$ cat src/hw/ssf_defs.svh
`ifndef SSF_DEFS_SVH
`define SSF_DEFS_SVH

// byte addresses on the apb side
`define SSF_ADDR_DATA      12'h018
`define SSF_ADDR_STAT1     12'h01C
`define SSF_ADDR_STAT2     12'h020
`define SSF_ADDR_CTRL2     12'h024
`define SSF_ADDR_CTRL3     12'h028

// status register one bit positions
`define SSF_S1_TXE         7
`define SSF_S1_TXD         6
`define SSF_S1_RXF         5
`define SSF_S1_IDLE        4
`define SSF_S1_OVR         3
`define SSF_S1_NSE         2
`define SSF_S1_FRM         1
`define SSF_S1_PAR         0

// status register two bit positions
`define SSF_S2_BRK         1
`define SSF_S2_RXA         0

// control register two bit positions
`define SSF_C2_TXEIE       7
`define SSF_C2_TXDIE       6
`define SSF_C2_RXFIE       5
`define SSF_C2_IDLEIE      4

// control register three bit positions
`define SSF_C3_NINTH       7
`define SSF_C3_OVRIE       3
`define SSF_C3_NSEIE       2
`define SSF_C3_FRMIE       1
`define SSF_C3_PARIE       0

// reset values
`define SSF_RST_CTRL       8'h00
`define SSF_RST_TXE        1'b1
`define SSF_RST_TXD        1'b1

`endif

$ cat src/hw/ssf_pkg.sv
package ssf_pkg;
  // index of each flag in the armed vector
  typedef enum logic [2:0] {
    SSF_F_TXE,
    SSF_F_RXF,
    SSF_F_IDLE,
    SSF_F_OVR,
    SSF_F_NSE,
    SSF_F_FRM,
    SSF_F_PAR,
    SSF_F_BRK
  } ssf_flag_t;

  typedef enum logic [1:0] {
    SSF_IDLE_WAIT_CHAR,
    SSF_IDLE_ARMED,
    SSF_IDLE_WAIT_ONES
  } ssf_idle_st_t;
endpackage

$ cat src/hw/ssf_status_flags.sv
// The APB slave port was chosen for this implementation.
`timescale 1ns/1ps
`include "ssf_defs.svh"
module ssf_status_flags (
  input  wire logic        pclk,
  input  wire logic        presetn,
  input  wire logic        psel,
  input  wire logic        penable,
  input  wire logic        pwrite,
  input  wire logic [11:0] paddr,
  input  wire logic [31:0] pwdata,
  output logic      [31:0] prdata,
  output logic             pready,
  output logic             pslverr,
  input  wire logic        rx_load,
  input  wire logic [7:0]  rx_data,
  input  wire logic        rx_ninth,
  input  wire logic        rx_nine_bit_mode,
  input  wire logic        rx_enable,
  input  wire logic        rx_noise,
  input  wire logic        rx_framing,
  input  wire logic        rx_parity,
  input  wire logic        rx_break,
  input  wire logic        rx_idle_char,
  input  wire logic        rx_start_seen,
  input  wire logic        rx_false_start,
  input  wire logic        rx_line_high,
  input  wire logic        tx_take,
  input  wire logic        tx_queued,
  input  wire logic        tx_busy,
  output logic      [7:0]  tx_data,
  output logic             tx_data_valid,
  output logic             tx_irq,
  output logic             rx_irq,
  output logic             err_irq
);

  // ==========================================================
  // apb decode
  // ==========================================================
  logic       acc;
  logic       wr;
  logic       rd;
  logic       hit;
  logic       rd_stat1;
  logic       rd_stat2;
  logic       rd_data;
  logic       wr_data;

  // zero wait states: every access completes in its first access cycle
  assign pready   = 1'b1;
  assign acc      = psel & penable;
  assign wr       = acc & pwrite;
  assign rd       = acc & ~pwrite;
  assign hit      = (paddr == `SSF_ADDR_DATA)  || (paddr == `SSF_ADDR_STAT1) ||
                    (paddr == `SSF_ADDR_STAT2) || (paddr == `SSF_ADDR_CTRL2) ||
                    (paddr == `SSF_ADDR_CTRL3);
  // unmapped accesses still complete, flagged by pslverr, and change nothing
  assign pslverr  = acc & ~hit;
  assign rd_stat1 = rd & (paddr == `SSF_ADDR_STAT1);
  assign rd_stat2 = rd & (paddr == `SSF_ADDR_STAT2);
  assign rd_data  = rd & (paddr == `SSF_ADDR_DATA);
  assign wr_data  = wr & (paddr == `SSF_ADDR_DATA);

  // ==========================================================
  // control registers
  // ==========================================================
  logic [7:0] ctrl2_r;
  logic [7:0] ctrl3_r;

  always_ff @(posedge pclk or negedge presetn) begin
    if (!presetn) begin
      ctrl2_r <= `SSF_RST_CTRL;
      ctrl3_r <= `SSF_RST_CTRL;
    end else if (wr && paddr == `SSF_ADDR_CTRL2) begin
      ctrl2_r <= pwdata[7:0] & 8'hF0;
    end else if (wr && paddr == `SSF_ADDR_CTRL3) begin
      // the ninth receive bit is read-only and lives in its own flop
      ctrl3_r <= {ctrl3_r[7], 3'h0, pwdata[3:0]};
    end
  end

  // ==========================================================
  // flags
  // ==========================================================
  logic       txe_r;
  logic       txd_r;
  logic       rxf_r;
  logic       idle_r;
  logic       ovr_r;
  logic       nse_r;
  logic       frm_r;
  logic       par_r;
  logic       brk_r;
  logic       rxa_r;
  logic [7:0] armed_r;
  logic [7:0] rx_buf_r;
  logic [7:0] s1_now;
  logic       new_char;
  logic       clr_rd;
  logic       brk_ok_r;
  logic       ninth_r;
  ssf_pkg::ssf_idle_st_t idle_st_r;

  // every flag: a hardware set wins over a software clear in the same cycle
  assign s1_now = {txe_r, txd_r, rxf_r, idle_r, ovr_r, nse_r, frm_r, par_r};
  // a character is accepted only when the buffer is free
  assign new_char = (rx_load | rx_break) & ~rxf_r;
  assign clr_rd   = rd_data;

  function automatic logic armed(input ssf_pkg::ssf_flag_t f);
    armed = armed_r[f];
  endfunction

  // arm per flag
  // status two arms only break; a later status one read keeps that arm,
  // so software may read the two status registers in either order
  always_ff @(posedge pclk or negedge presetn) begin
    if (!presetn) begin
      armed_r <= 8'h00;
    end else if (rd_stat1) begin
      armed_r <= {brk_r & armed_r[ssf_pkg::SSF_F_BRK], par_r, frm_r, nse_r, ovr_r,
                  idle_r, rxf_r, txe_r};
    end else if (rd_stat2) begin
      armed_r[ssf_pkg::SSF_F_BRK] <= brk_r;
    end else if (rd_data) begin
      armed_r[7:1] <= 7'h00;
    end else if (wr_data) begin
      armed_r[ssf_pkg::SSF_F_TXE] <= 1'b0;
    end
  end

  always_ff @(posedge pclk or negedge presetn) begin
    if (!presetn) begin
      txe_r <= `SSF_RST_TXE;
    end else if (tx_take) begin
      txe_r <= 1'b1;
    end else if (wr_data && armed(ssf_pkg::SSF_F_TXE)) begin
      txe_r <= 1'b0;
    end
  end

  // done tracking
  // queueing wins over the set, so a frame being started never reads as done
  always_ff @(posedge pclk or negedge presetn) begin
    if (!presetn) begin
      txd_r <= `SSF_RST_TXD;
    end else if (tx_queued) begin
      txd_r <= 1'b0;
    end else if (txe_r && !tx_busy) begin
      txd_r <= 1'b1;
    end
  end

  always_ff @(posedge pclk or negedge presetn) begin
    if (!presetn) begin
      tx_data_valid <= 1'b0;
    end else if (wr_data) begin
      tx_data_valid <= 1'b1;
    end else if (tx_take) begin
      tx_data_valid <= 1'b0;
    end
  end

  always_ff @(posedge pclk) begin
    if (wr_data) begin
      tx_data <= pwdata[7:0];
    end
  end

  // keep old contents on overrun
  // no reset: the last character stays readable across a reset
  always_ff @(posedge pclk) begin
    if (new_char) begin
      rx_buf_r <= rx_break ? 8'h00 : rx_data;
    end
  end

  // ninth bit cleared on break in nine-bit mode
  // kept through reset, like the data buffer it belongs to
  always_ff @(posedge pclk) begin
    if (new_char) begin
      ninth_r <= (rx_break && rx_nine_bit_mode) ? 1'b0 : rx_ninth;
    end
  end

  always_ff @(posedge pclk or negedge presetn) begin
    if (!presetn) begin
      rxf_r <= 1'b0;
    end else if (new_char) begin
      rxf_r <= 1'b1;
    end else if (clr_rd && armed(ssf_pkg::SSF_F_RXF)) begin
      rxf_r <= 1'b0;
    end
  end

  always_ff @(posedge pclk or negedge presetn) begin
    if (!presetn) begin
      ovr_r <= 1'b0;
    end else if ((rx_load | rx_break) && rxf_r) begin
      ovr_r <= 1'b1;
    end else if (clr_rd && armed(ssf_pkg::SSF_F_OVR)) begin
      ovr_r <= 1'b0;
    end
  end

  always_ff @(posedge pclk or negedge presetn) begin
    if (!presetn) begin
      nse_r <= 1'b0;
    end else if (rx_noise) begin
      nse_r <= 1'b1;
    end else if (clr_rd && armed(ssf_pkg::SSF_F_NSE)) begin
      nse_r <= 1'b0;
    end
  end

  always_ff @(posedge pclk or negedge presetn) begin
    if (!presetn) begin
      frm_r <= 1'b0;
    end else if (rx_framing || rx_break) begin
      frm_r <= 1'b1;
    end else if (clr_rd && armed(ssf_pkg::SSF_F_FRM)) begin
      frm_r <= 1'b0;
    end
  end

  always_ff @(posedge pclk or negedge presetn) begin
    if (!presetn) begin
      par_r <= 1'b0;
    end else if (rx_parity) begin
      par_r <= 1'b1;
    end else if (clr_rd && armed(ssf_pkg::SSF_F_PAR)) begin
      par_r <= 1'b0;
    end
  end

  // break rearms only after the line returns high
  // a line held low must not report a fresh break every character time
  always_ff @(posedge pclk or negedge presetn) begin
    if (!presetn) begin
      brk_ok_r <= 1'b1;
    end else if (rx_break) begin
      brk_ok_r <= 1'b0;
    end else if (rx_line_high) begin
      brk_ok_r <= 1'b1;
    end
  end

  always_ff @(posedge pclk or negedge presetn) begin
    if (!presetn) begin
      brk_r <= 1'b0;
    end else if (rx_break && brk_ok_r) begin
      brk_r <= 1'b1;
    end else if (clr_rd && armed(ssf_pkg::SSF_F_BRK)) begin
      brk_r <= 1'b0;
    end
  end

  // idle qualification: a character must fill the buffer first
  always_ff @(posedge pclk or negedge presetn) begin
    if (!presetn) begin
      idle_st_r <= ssf_pkg::SSF_IDLE_WAIT_CHAR;
    end else begin
      case (idle_st_r)
        ssf_pkg::SSF_IDLE_WAIT_CHAR: begin
          if (new_char && !rx_break) begin
            idle_st_r <= ssf_pkg::SSF_IDLE_ARMED;
          end
        end
        ssf_pkg::SSF_IDLE_ARMED: begin
          if (rx_idle_char) begin
            idle_st_r <= ssf_pkg::SSF_IDLE_WAIT_ONES;
          end
        end
        ssf_pkg::SSF_IDLE_WAIT_ONES: begin
          if (clr_rd && armed(ssf_pkg::SSF_F_IDLE)) begin
            idle_st_r <= ssf_pkg::SSF_IDLE_WAIT_CHAR;
          end
        end
        default: idle_st_r <= ssf_pkg::SSF_IDLE_WAIT_CHAR;
      endcase
      // a disabled receiver forgets any earlier character
      if (!rx_enable) begin
        idle_st_r <= ssf_pkg::SSF_IDLE_WAIT_CHAR;
      end
    end
  end

  always_ff @(posedge pclk or negedge presetn) begin
    if (!presetn) begin
      idle_r <= 1'b0;
    end else if (rx_idle_char && idle_st_r == ssf_pkg::SSF_IDLE_ARMED) begin
      idle_r <= 1'b1;
    end else if (clr_rd && armed(ssf_pkg::SSF_F_IDLE)) begin
      idle_r <= 1'b0;
    end
  end

  // reception active
  // status only: this flag feeds no request line
  always_ff @(posedge pclk or negedge presetn) begin
    if (!presetn) begin
      rxa_r <= 1'b0;
    end else if (rx_start_seen) begin
      rxa_r <= 1'b1;
    end else if (rx_false_start || rx_idle_char) begin
      rxa_r <= 1'b0;
    end
  end

  // ==========================================================
  // requests and read data
  // ==========================================================
  // levels, not pulses: each stays up until its flag is cleared
  // transmitter request
  assign tx_irq = (txe_r & ctrl2_r[`SSF_C2_TXEIE]) | (txd_r & ctrl2_r[`SSF_C2_TXDIE]);
  assign rx_irq = (rxf_r & ctrl2_r[`SSF_C2_RXFIE]) | (idle_r & ctrl2_r[`SSF_C2_IDLEIE]);
  assign err_irq = (ovr_r & ctrl3_r[`SSF_C3_OVRIE]) | (nse_r & ctrl3_r[`SSF_C3_NSEIE]) |
                   (frm_r & ctrl3_r[`SSF_C3_FRMIE]) | (par_r & ctrl3_r[`SSF_C3_PARIE]);

  always_comb begin
    prdata = 32'h0000_0000;
    case (paddr)
      `SSF_ADDR_DATA:  prdata[7:0] = rx_buf_r;
      `SSF_ADDR_STAT1: prdata[7:0] = s1_now;
      `SSF_ADDR_STAT2: prdata[1:0] = {brk_r, rxa_r};
      `SSF_ADDR_CTRL2: prdata[7:0] = ctrl2_r;
      `SSF_ADDR_CTRL3: prdata[7:0] = {ninth_r, ctrl3_r[6:0]};
      default:         prdata = 32'h0000_0000;
    endcase
  end

endmodule

$ cat config.mk
export PLATFORM = sky130hd
export DESIGN_NAME = ssf_status_flags
export DESIGN_NICKNAME = d
export VERILOG_FILES = /design/src/hw/ssf_pkg.sv /design/src/hw/ssf_status_flags.sv
export VERILOG_INCLUDE_DIRS = /design/src /design/src/hw
export SDC_FILE = /design/constraint.sdc
export NUM_CORES = 1
export LEC_CHECK = 0
export BUFFER_PORTS_ARGS = -buffer_cell sky130_fd_sc_hd__buf_2
export CORE_ASPECT_RATIO = 2
export CORE_UTILIZATION = 48
export CTS_BUF_LIST = sky130_fd_sc_hd__clkbuf_8
export CTS_CLUSTER_DIAMETER = 200
export DETAILED_ROUTE_END_ITERATION = 10
export GPL_ROUTABILITY_DRIVEN = 0
export HOLD_SLACK_MARGIN = 0.08
export MAX_ROUTING_LAYER = met4
export PLACE_DENSITY = 0.93
export SKIP_LAST_GASP = 1
export SYNTH_ARGS = -nofsm -noshare
export SYNTH_HDL_FRONTEND = slang
export SYNTH_SLANG_ARGS = --single-unit
$ cat constraint.sdc
create_clock -name pclk -period 2.4 [get_ports pclk]
set_clock_uncertainty 0.05 [all_clocks]
set_input_delay 0.48 -clock pclk [delete_from_list [all_inputs] [get_ports pclk]]
set_output_delay 0.48 -clock pclk [all_outputs]
set_load 0.01 [all_outputs]
Yosys cells after proc, flatten, opt, wreduce, memory -nomap -nowiden
Cells that the tools add are included.
- eq/ne operators: 12
- muxes and demuxes: 37
- reduce and logical (&&, ||, !) cells: 44
- bitwise logic cells: 28
- operators with widths (operator ; number):
    $eq A12 B6 Y1 const B ; 3
    $reduce_bool A2 Y1 ; 14
    $mux W1 ; 27
    $eq A12 B5 Y1 const B ; 2
    $pmux W6 S4 ; 1
    $and A1 B1 Y1 ; 18
    $logic_and A1 B1 Y1 ; 16
    $mux W7 ; 2
    $ne A3 B3 Y1 const B ; 3
    $mux W2 ; 4
    $mux W8 ; 1
    $pmux W2 S4 ; 1
    $logic_or A1 B1 Y1 ; 6
    $or A1 B1 Y1 ; 6
    $pmux W2 S3 ; 1
    $reduce_and A3 Y1 ; 2
    $ne A2 B2 Y1 const B ; 2
    $not A1 Y1 ; 4
    $reduce_and A2 Y1 ; 2
    $reduce_bool A3 Y1 ; 1
    $eq A2 B1 Y1 const B ; 1
    $eq A2 B2 Y1 const B ; 1
    $logic_not A1 Y1 ; 2
    $logic_not A2 Y1 ; 1
- output and inout port bits: 46
- logic and storage cells: 142
- flip-flop bits (word level): 47
- bits of input ports: 72

Longest topological paths before layout
- word-level depth: 7
- mapped depth: 5

Worst setup path after synthesis
Ideal clock, no wire load.
- path type: input -> register
- start point: input paddr[9]
- end point: register tx_data[0] (enable)
- arrival time: 2.409 ns
- data required time: 1.952 ns
- setup slack: -0.457 ns
- path buffers: 0
- stages on the path: 3
- cells stage by stage: or4_4 or3_2 nor4_1
- longest elaborated chain between the ends: 2
- ends and longest elaborated chain (element ; line ; text):
    start: declaration ; ssf_status_flags.sv:10 ; input wire logic [11:0] paddr,
    $eq A12 B5 Y1 ; n/a ;
    $and A1 B1 Y1 ; ssf_status_flags.sv:63 ; assign wr_data = wr & (paddr == `SSF_ADDR_DATA);
    named net wr_data ; ssf_status_flags.sv:48 ; logic wr_data;
    end signal: assignment ; ssf_status_flags.sv:167 ; tx_data <= pwdata[7:0];
    end: declaration ; ssf_status_flags.sv:31 ; output logic [7:0] tx_data,
The timed path passes the listed nets, and every way through them passes these cells.
A chain may end at the register's enable or synchronous reset.

Worst setup path in the final report
- start point: input paddr[7]
- end point: output prdata[2]
- longest elaborated chain between the ends: 2
- ends and longest elaborated chain (element ; line ; text):
    $eq A12 B6 Y1 or $eq A12 B5 Y1 (tied branches) ; ssf_status_flags.sv:323 ; case (paddr)
    $pmux W6 S4 (*) ; ssf_status_flags.sv:323 ;
    end: declaration ; ssf_status_flags.sv:12 ; output logic [31:0] prdata,
Every way passes the cells marked *; elsewhere a longest branch is shown, timed or not.

==> summary by stage <==
Status
The run finished, with violations left. The final reports fail on negative setup slack.

Floorplan
Measured along the y axis, the die boundary spans 104 µm. After floorplanning, the core was divided into 36 placement rows. The core area is 4910 µm².

The die area is 5470 µm². The top-level I/O count is 118. The starting utilization of the core area is 50.5%. The floorplan step set the die width to 52.8 µm.

Timing
The worst slew margin relative to its limit is 54.8%. The transition at the pin with the smallest max-transition slack is 0.677 ns. The final worst hold slack is 0.144 ns. The setup slack after layout is -0.0311 ns. The smallest clock period supported by the final layout is computed as 2.43 ns. Setup violations remaining at the end of the flow were counted as 3. Setup repair after global routing could not meet its margin everywhere. The number of max-slew violations in the final report came to 0. The post-route clock period utilization is 101%.

The final setup TNS is -0.0524 ns. The final number of hold-violating endpoints came to 0. The highest achievable clock rate is 411 MHz.

Power and ir drop
The clock share of power is 32.6%. Per report_power, the sequential group accounts for 57.1% of the total. The net switching power is 354 µW. The leakage power summed over all cells is 1.39 nW. The switching share of power is 23.8%. The combinational group share of total power is 10.3%.

The internal power component is 1.13 mW. The power per standard cell area is 489 nW/µm². IR analysis of the VDD net gives a maximum drop of 0.417 mV. Total power for the finished layout comes to 1.48 mW.

Detailed routing
In the routed design, unresolved DRC markers number 0. The count of nets left with antenna violations once routing finished came out at 0. After the first detailed-routing iteration, the DRC count stood at 84. After detailed routing, the average wire length per cell comes to 15.9 µm. Using the TritonRoute via totals, the vias-per-cell ratio works out to 5.60. After detailed routing, the total wire length is 6000 µm.

Summing over every cut layer, the via total after detailed routing is 2115. The total iterations of the first detailed-routing run is 4.

Placement
The instance area at placement is 2880 µm². Before CTS, the worst setup slack after placement is -0.0885 ns. The number of placed instances, taps included, is 369. The count of buffers inserted at the top-level ports is 68.

Once detailed placement completed, the half-perimeter wirelength came to 4470 µm.

Synthesis
For this run, the register share of the synthesized area comes to 51.0%. Counting flops with an async set or reset pin after synthesis yields a share of 63.8%. The Yosys warning count is 0.

The netlist area before placement is 2480 µm². For this run, the leading register cell type out of synthesis is sky130_fd_sc_hd__dfrtp_1. The top cell type by total area after synthesis is sky130_fd_sc_hd__dfrtp_1. The unique cell type count in the Yosys netlist is 44. The synthesized design contains 47 register bits.

The synthesized area divided by synthesized cell count is 10.4 µm². The top cell type by area accounts for 27.3% of the synthesized area. The synthesized design contains 17 enable-type register cells. Synthesis handed over a netlist of 239 instances. After synthesis, the cell types taking the most area are sky130_fd_sc_hd__dfrtp_1 (27%), sky130_fd_sc_hd__edfxtp_1 (21%), sky130_fd_sc_hd__buf_4 (7.6%), sky130_fd_sc_hd__o21ai_0 (3.6%), sky130_fd_sc_hd__mux2_2 (3.6%).

Worst setup path
The worst-path cell with the longest stage delay is sky130_fd_sc_hd__or4b_4. The critical setup path kind is primary input to output port. The critical path goes through buf_6, or3b_4, or4b_4, nor2_4, o2bb2ai_2, buf_2. Together, buffers and inverters on the worst path number 2.

The signal arrival time at the worst endpoint is 1.90 ns. The largest driver fanout on the critical path is 3. At the worst endpoint, the required time is 1.87 ns. The cell type group with the largest total delay on the critical path is simple AND/OR/NAND/NOR gates. The worst setup path is launched from a primary input. The worst setup path is captured at an output port.

The delay of the slowest cell on the worst path is 0.53 ns.

Clocking
Clock latency on the worst-skew pair, taken at its later pin, is 0.30 ns. Counting along the longest clock path gives a buffer depth of 2. The clock tree synthesis step divided the H-tree into 2 levels. For this design, the sink count on the clock tree is 47. TritonCTS built the clock tree. The root cell of the clock tree is sky130_fd_sc_hd__clkbuf_8. The number of buffers created by CTS is 5.

The clock-pin transition on the worst setup and hold timing paths is 0.09 ns. The hold buffer count at CTS is 0.

Finish
The area occupied by registers is 1260 µm². The number of antenna diodes is 0. Compared with the post-synthesis result, the final layout area differs by 22.5%.

The final net count is 392. The fraction of final layout cells with drive strength greater than 1 is 37.4%. Measured on the finished design, the core utilization comes to 61.8%. The number of filler cells placed in the layout is 395. The area of the multi-input gates is 1120 µm².

The post-layout instance count excluding filler cells is 378. The post-route cell area is 3040 µm².

Global route
The number of antenna violations at the first check in global routing is 0. The first global-routing pass estimated 9140 µm of wire. The remaining global-route overflow is 0. The number of global-route vias before repair came to 2007. Across every metal layer, demand over resource in global routing totals 23.4%. The maximum number of pins on one net before global-route repair is 31.

Min path
The worst hold path belongs to the class primary input to asynchronous set/reset pin.

Flow run
Across the run, the number of max-cap violations was 0.
==> power by group through the flow <==
| stage | Combinational, mW | Sequential (mW) | Clock (mW) |
|---|---|---|---|
| 2_1_floorplan | 0.0976 | 0.861 | 0 |
| 4_1_cts | 0.150 | 0.847 | 0.495 |
| 6_report | 0.153 | 0.847 | 0.484 |
| 3_5_place_dp | 0.146 | 0.864 | 0 |
| 3_3_place_gp | 0.141 | 0.862 | 0 |
| 5_1_grt | 0.169 | 0.848 | 0.528 |
==> path summary, 6_finish.rpt <==
kind                       slack [ns]                    from                     end  depth (start not counted)
min in group pclk                0.24               tx_queued       txd_r$_DFFE_PN1P_                          2
hold reg to reg                  0.41  armed_r[6]$_DFFE_PN0P_       par_r$_DFFE_PN0P_                          1
max in group asynchronous        1.70                 presetn       rxa_r$_DFFE_PN0P_                          1
setup reg to reg                 1.12       txe_r$_DFFE_PN1P_  armed_r[0]$_DFFE_PN0P_                          3
hold / removal                   0.14                 presetn  ctrl3_r[1]$_DFFE_PN0P_                          1
setup / recovery                -0.03                paddr[7]               prdata[2]                          6
==> layout by cell type, fill, tap and decap left out, types with 5 or more instances in the layout <==
master and n:
sky130_fd_sc_hd__clkbuf_8 6, sky130_fd_sc_hd__mux2i_1 5, sky130_fd_sc_hd__nand2_1 13, sky130_fd_sc_hd__nand3b_1 5, sky130_fd_sc_hd__o21ai_0 18, sky130_fd_sc_hd__nor3_1 7, sky130_fd_sc_hd__nor2_1 15, sky130_fd_sc_hd__conb_1 25
sky130_fd_sc_hd__buf_4 14, sky130_fd_sc_hd__mux2_2 8, sky130_fd_sc_hd__buf_2 67, sky130_fd_sc_hd__dfrtp_1 27, sky130_fd_sc_hd__nor2b_1 9, sky130_fd_sc_hd__edfxtp_1 17, sky130_fd_sc_hd__a31oi_1 5, sky130_fd_sc_hd__nand3_1 6
sky130_fd_sc_hd__inv_1 10
==> cell families after synthesis <==
logic type | share of synthesized area [%]
simple gates | 20.3
compound gates | 12.8
other cells | 0.303
buf+inv | 9.89
flops | 51.0
mux | 5.65
==> synthesized netlist by cell type, drive strengths merged (3+ instances only) <==
master and instances:
a21boi 3, nand3b 5, or3 4, nand4 3, a22o 3, o2bb2ai 6, clkbuf 4, inv 9
o21ai 18, mux2i 5, nor3 7, edfxtp 17, mux2 8, or4 4, nor4 4, a21oi 7
nor2b 9, nand3 7, dfstp 3, buf 27, nor2 20, dfrtp 27, a31oi 5, nand2 13
==> state kept, by name (all words and copies together) (netlist names), 2 cells and up <==
register and count:
ctrl2_r 4, rx_buf_r 8, armed_r 8, idle_st_r 2, tx_data 8, ctrl3_r 4
==> repair_timing <==
item	4_1_cts	5_1_grt
gates resized for setup	9	5
setup endpoints to repair	7	8
setup buffers	1	0
pin swaps	3	1
==> worst reg2reg max path, cell delays in order, from the launching register on <==
cell	delay, ns
sky130_fd_sc_hd__dfstp_2	0.59
sky130_fd_sc_hd__nand2_1	0.07
sky130_fd_sc_hd__or4_1	0.41
sky130_fd_sc_hd__nand3_1	0.10
==> routing by layer <==
metal | vias to the layer above | GRT usage [%] | share of wire (%)
met5 | - | - | 0
met4 | 0 | 13.2 | 3.6
met3 | 20 | 3.52 | 4.9
met2 | 103 | 40.0 | 55
met1 | 1016 | 23.9 | 36
li1 | 976 | - | -
==> layout make-up <==
class                      instances  share of cell area (%)
clock buffer                       6                    2.72
multi-input combinational        175                    37.0
tap                               57                    2.35
sequential                        47                    41.7
timing repair buffer              82                    14.9
inverter                           9                    1.11
clock inverter                     2                   0.289
Note: power is estimated with default switching activity, not from simulation.
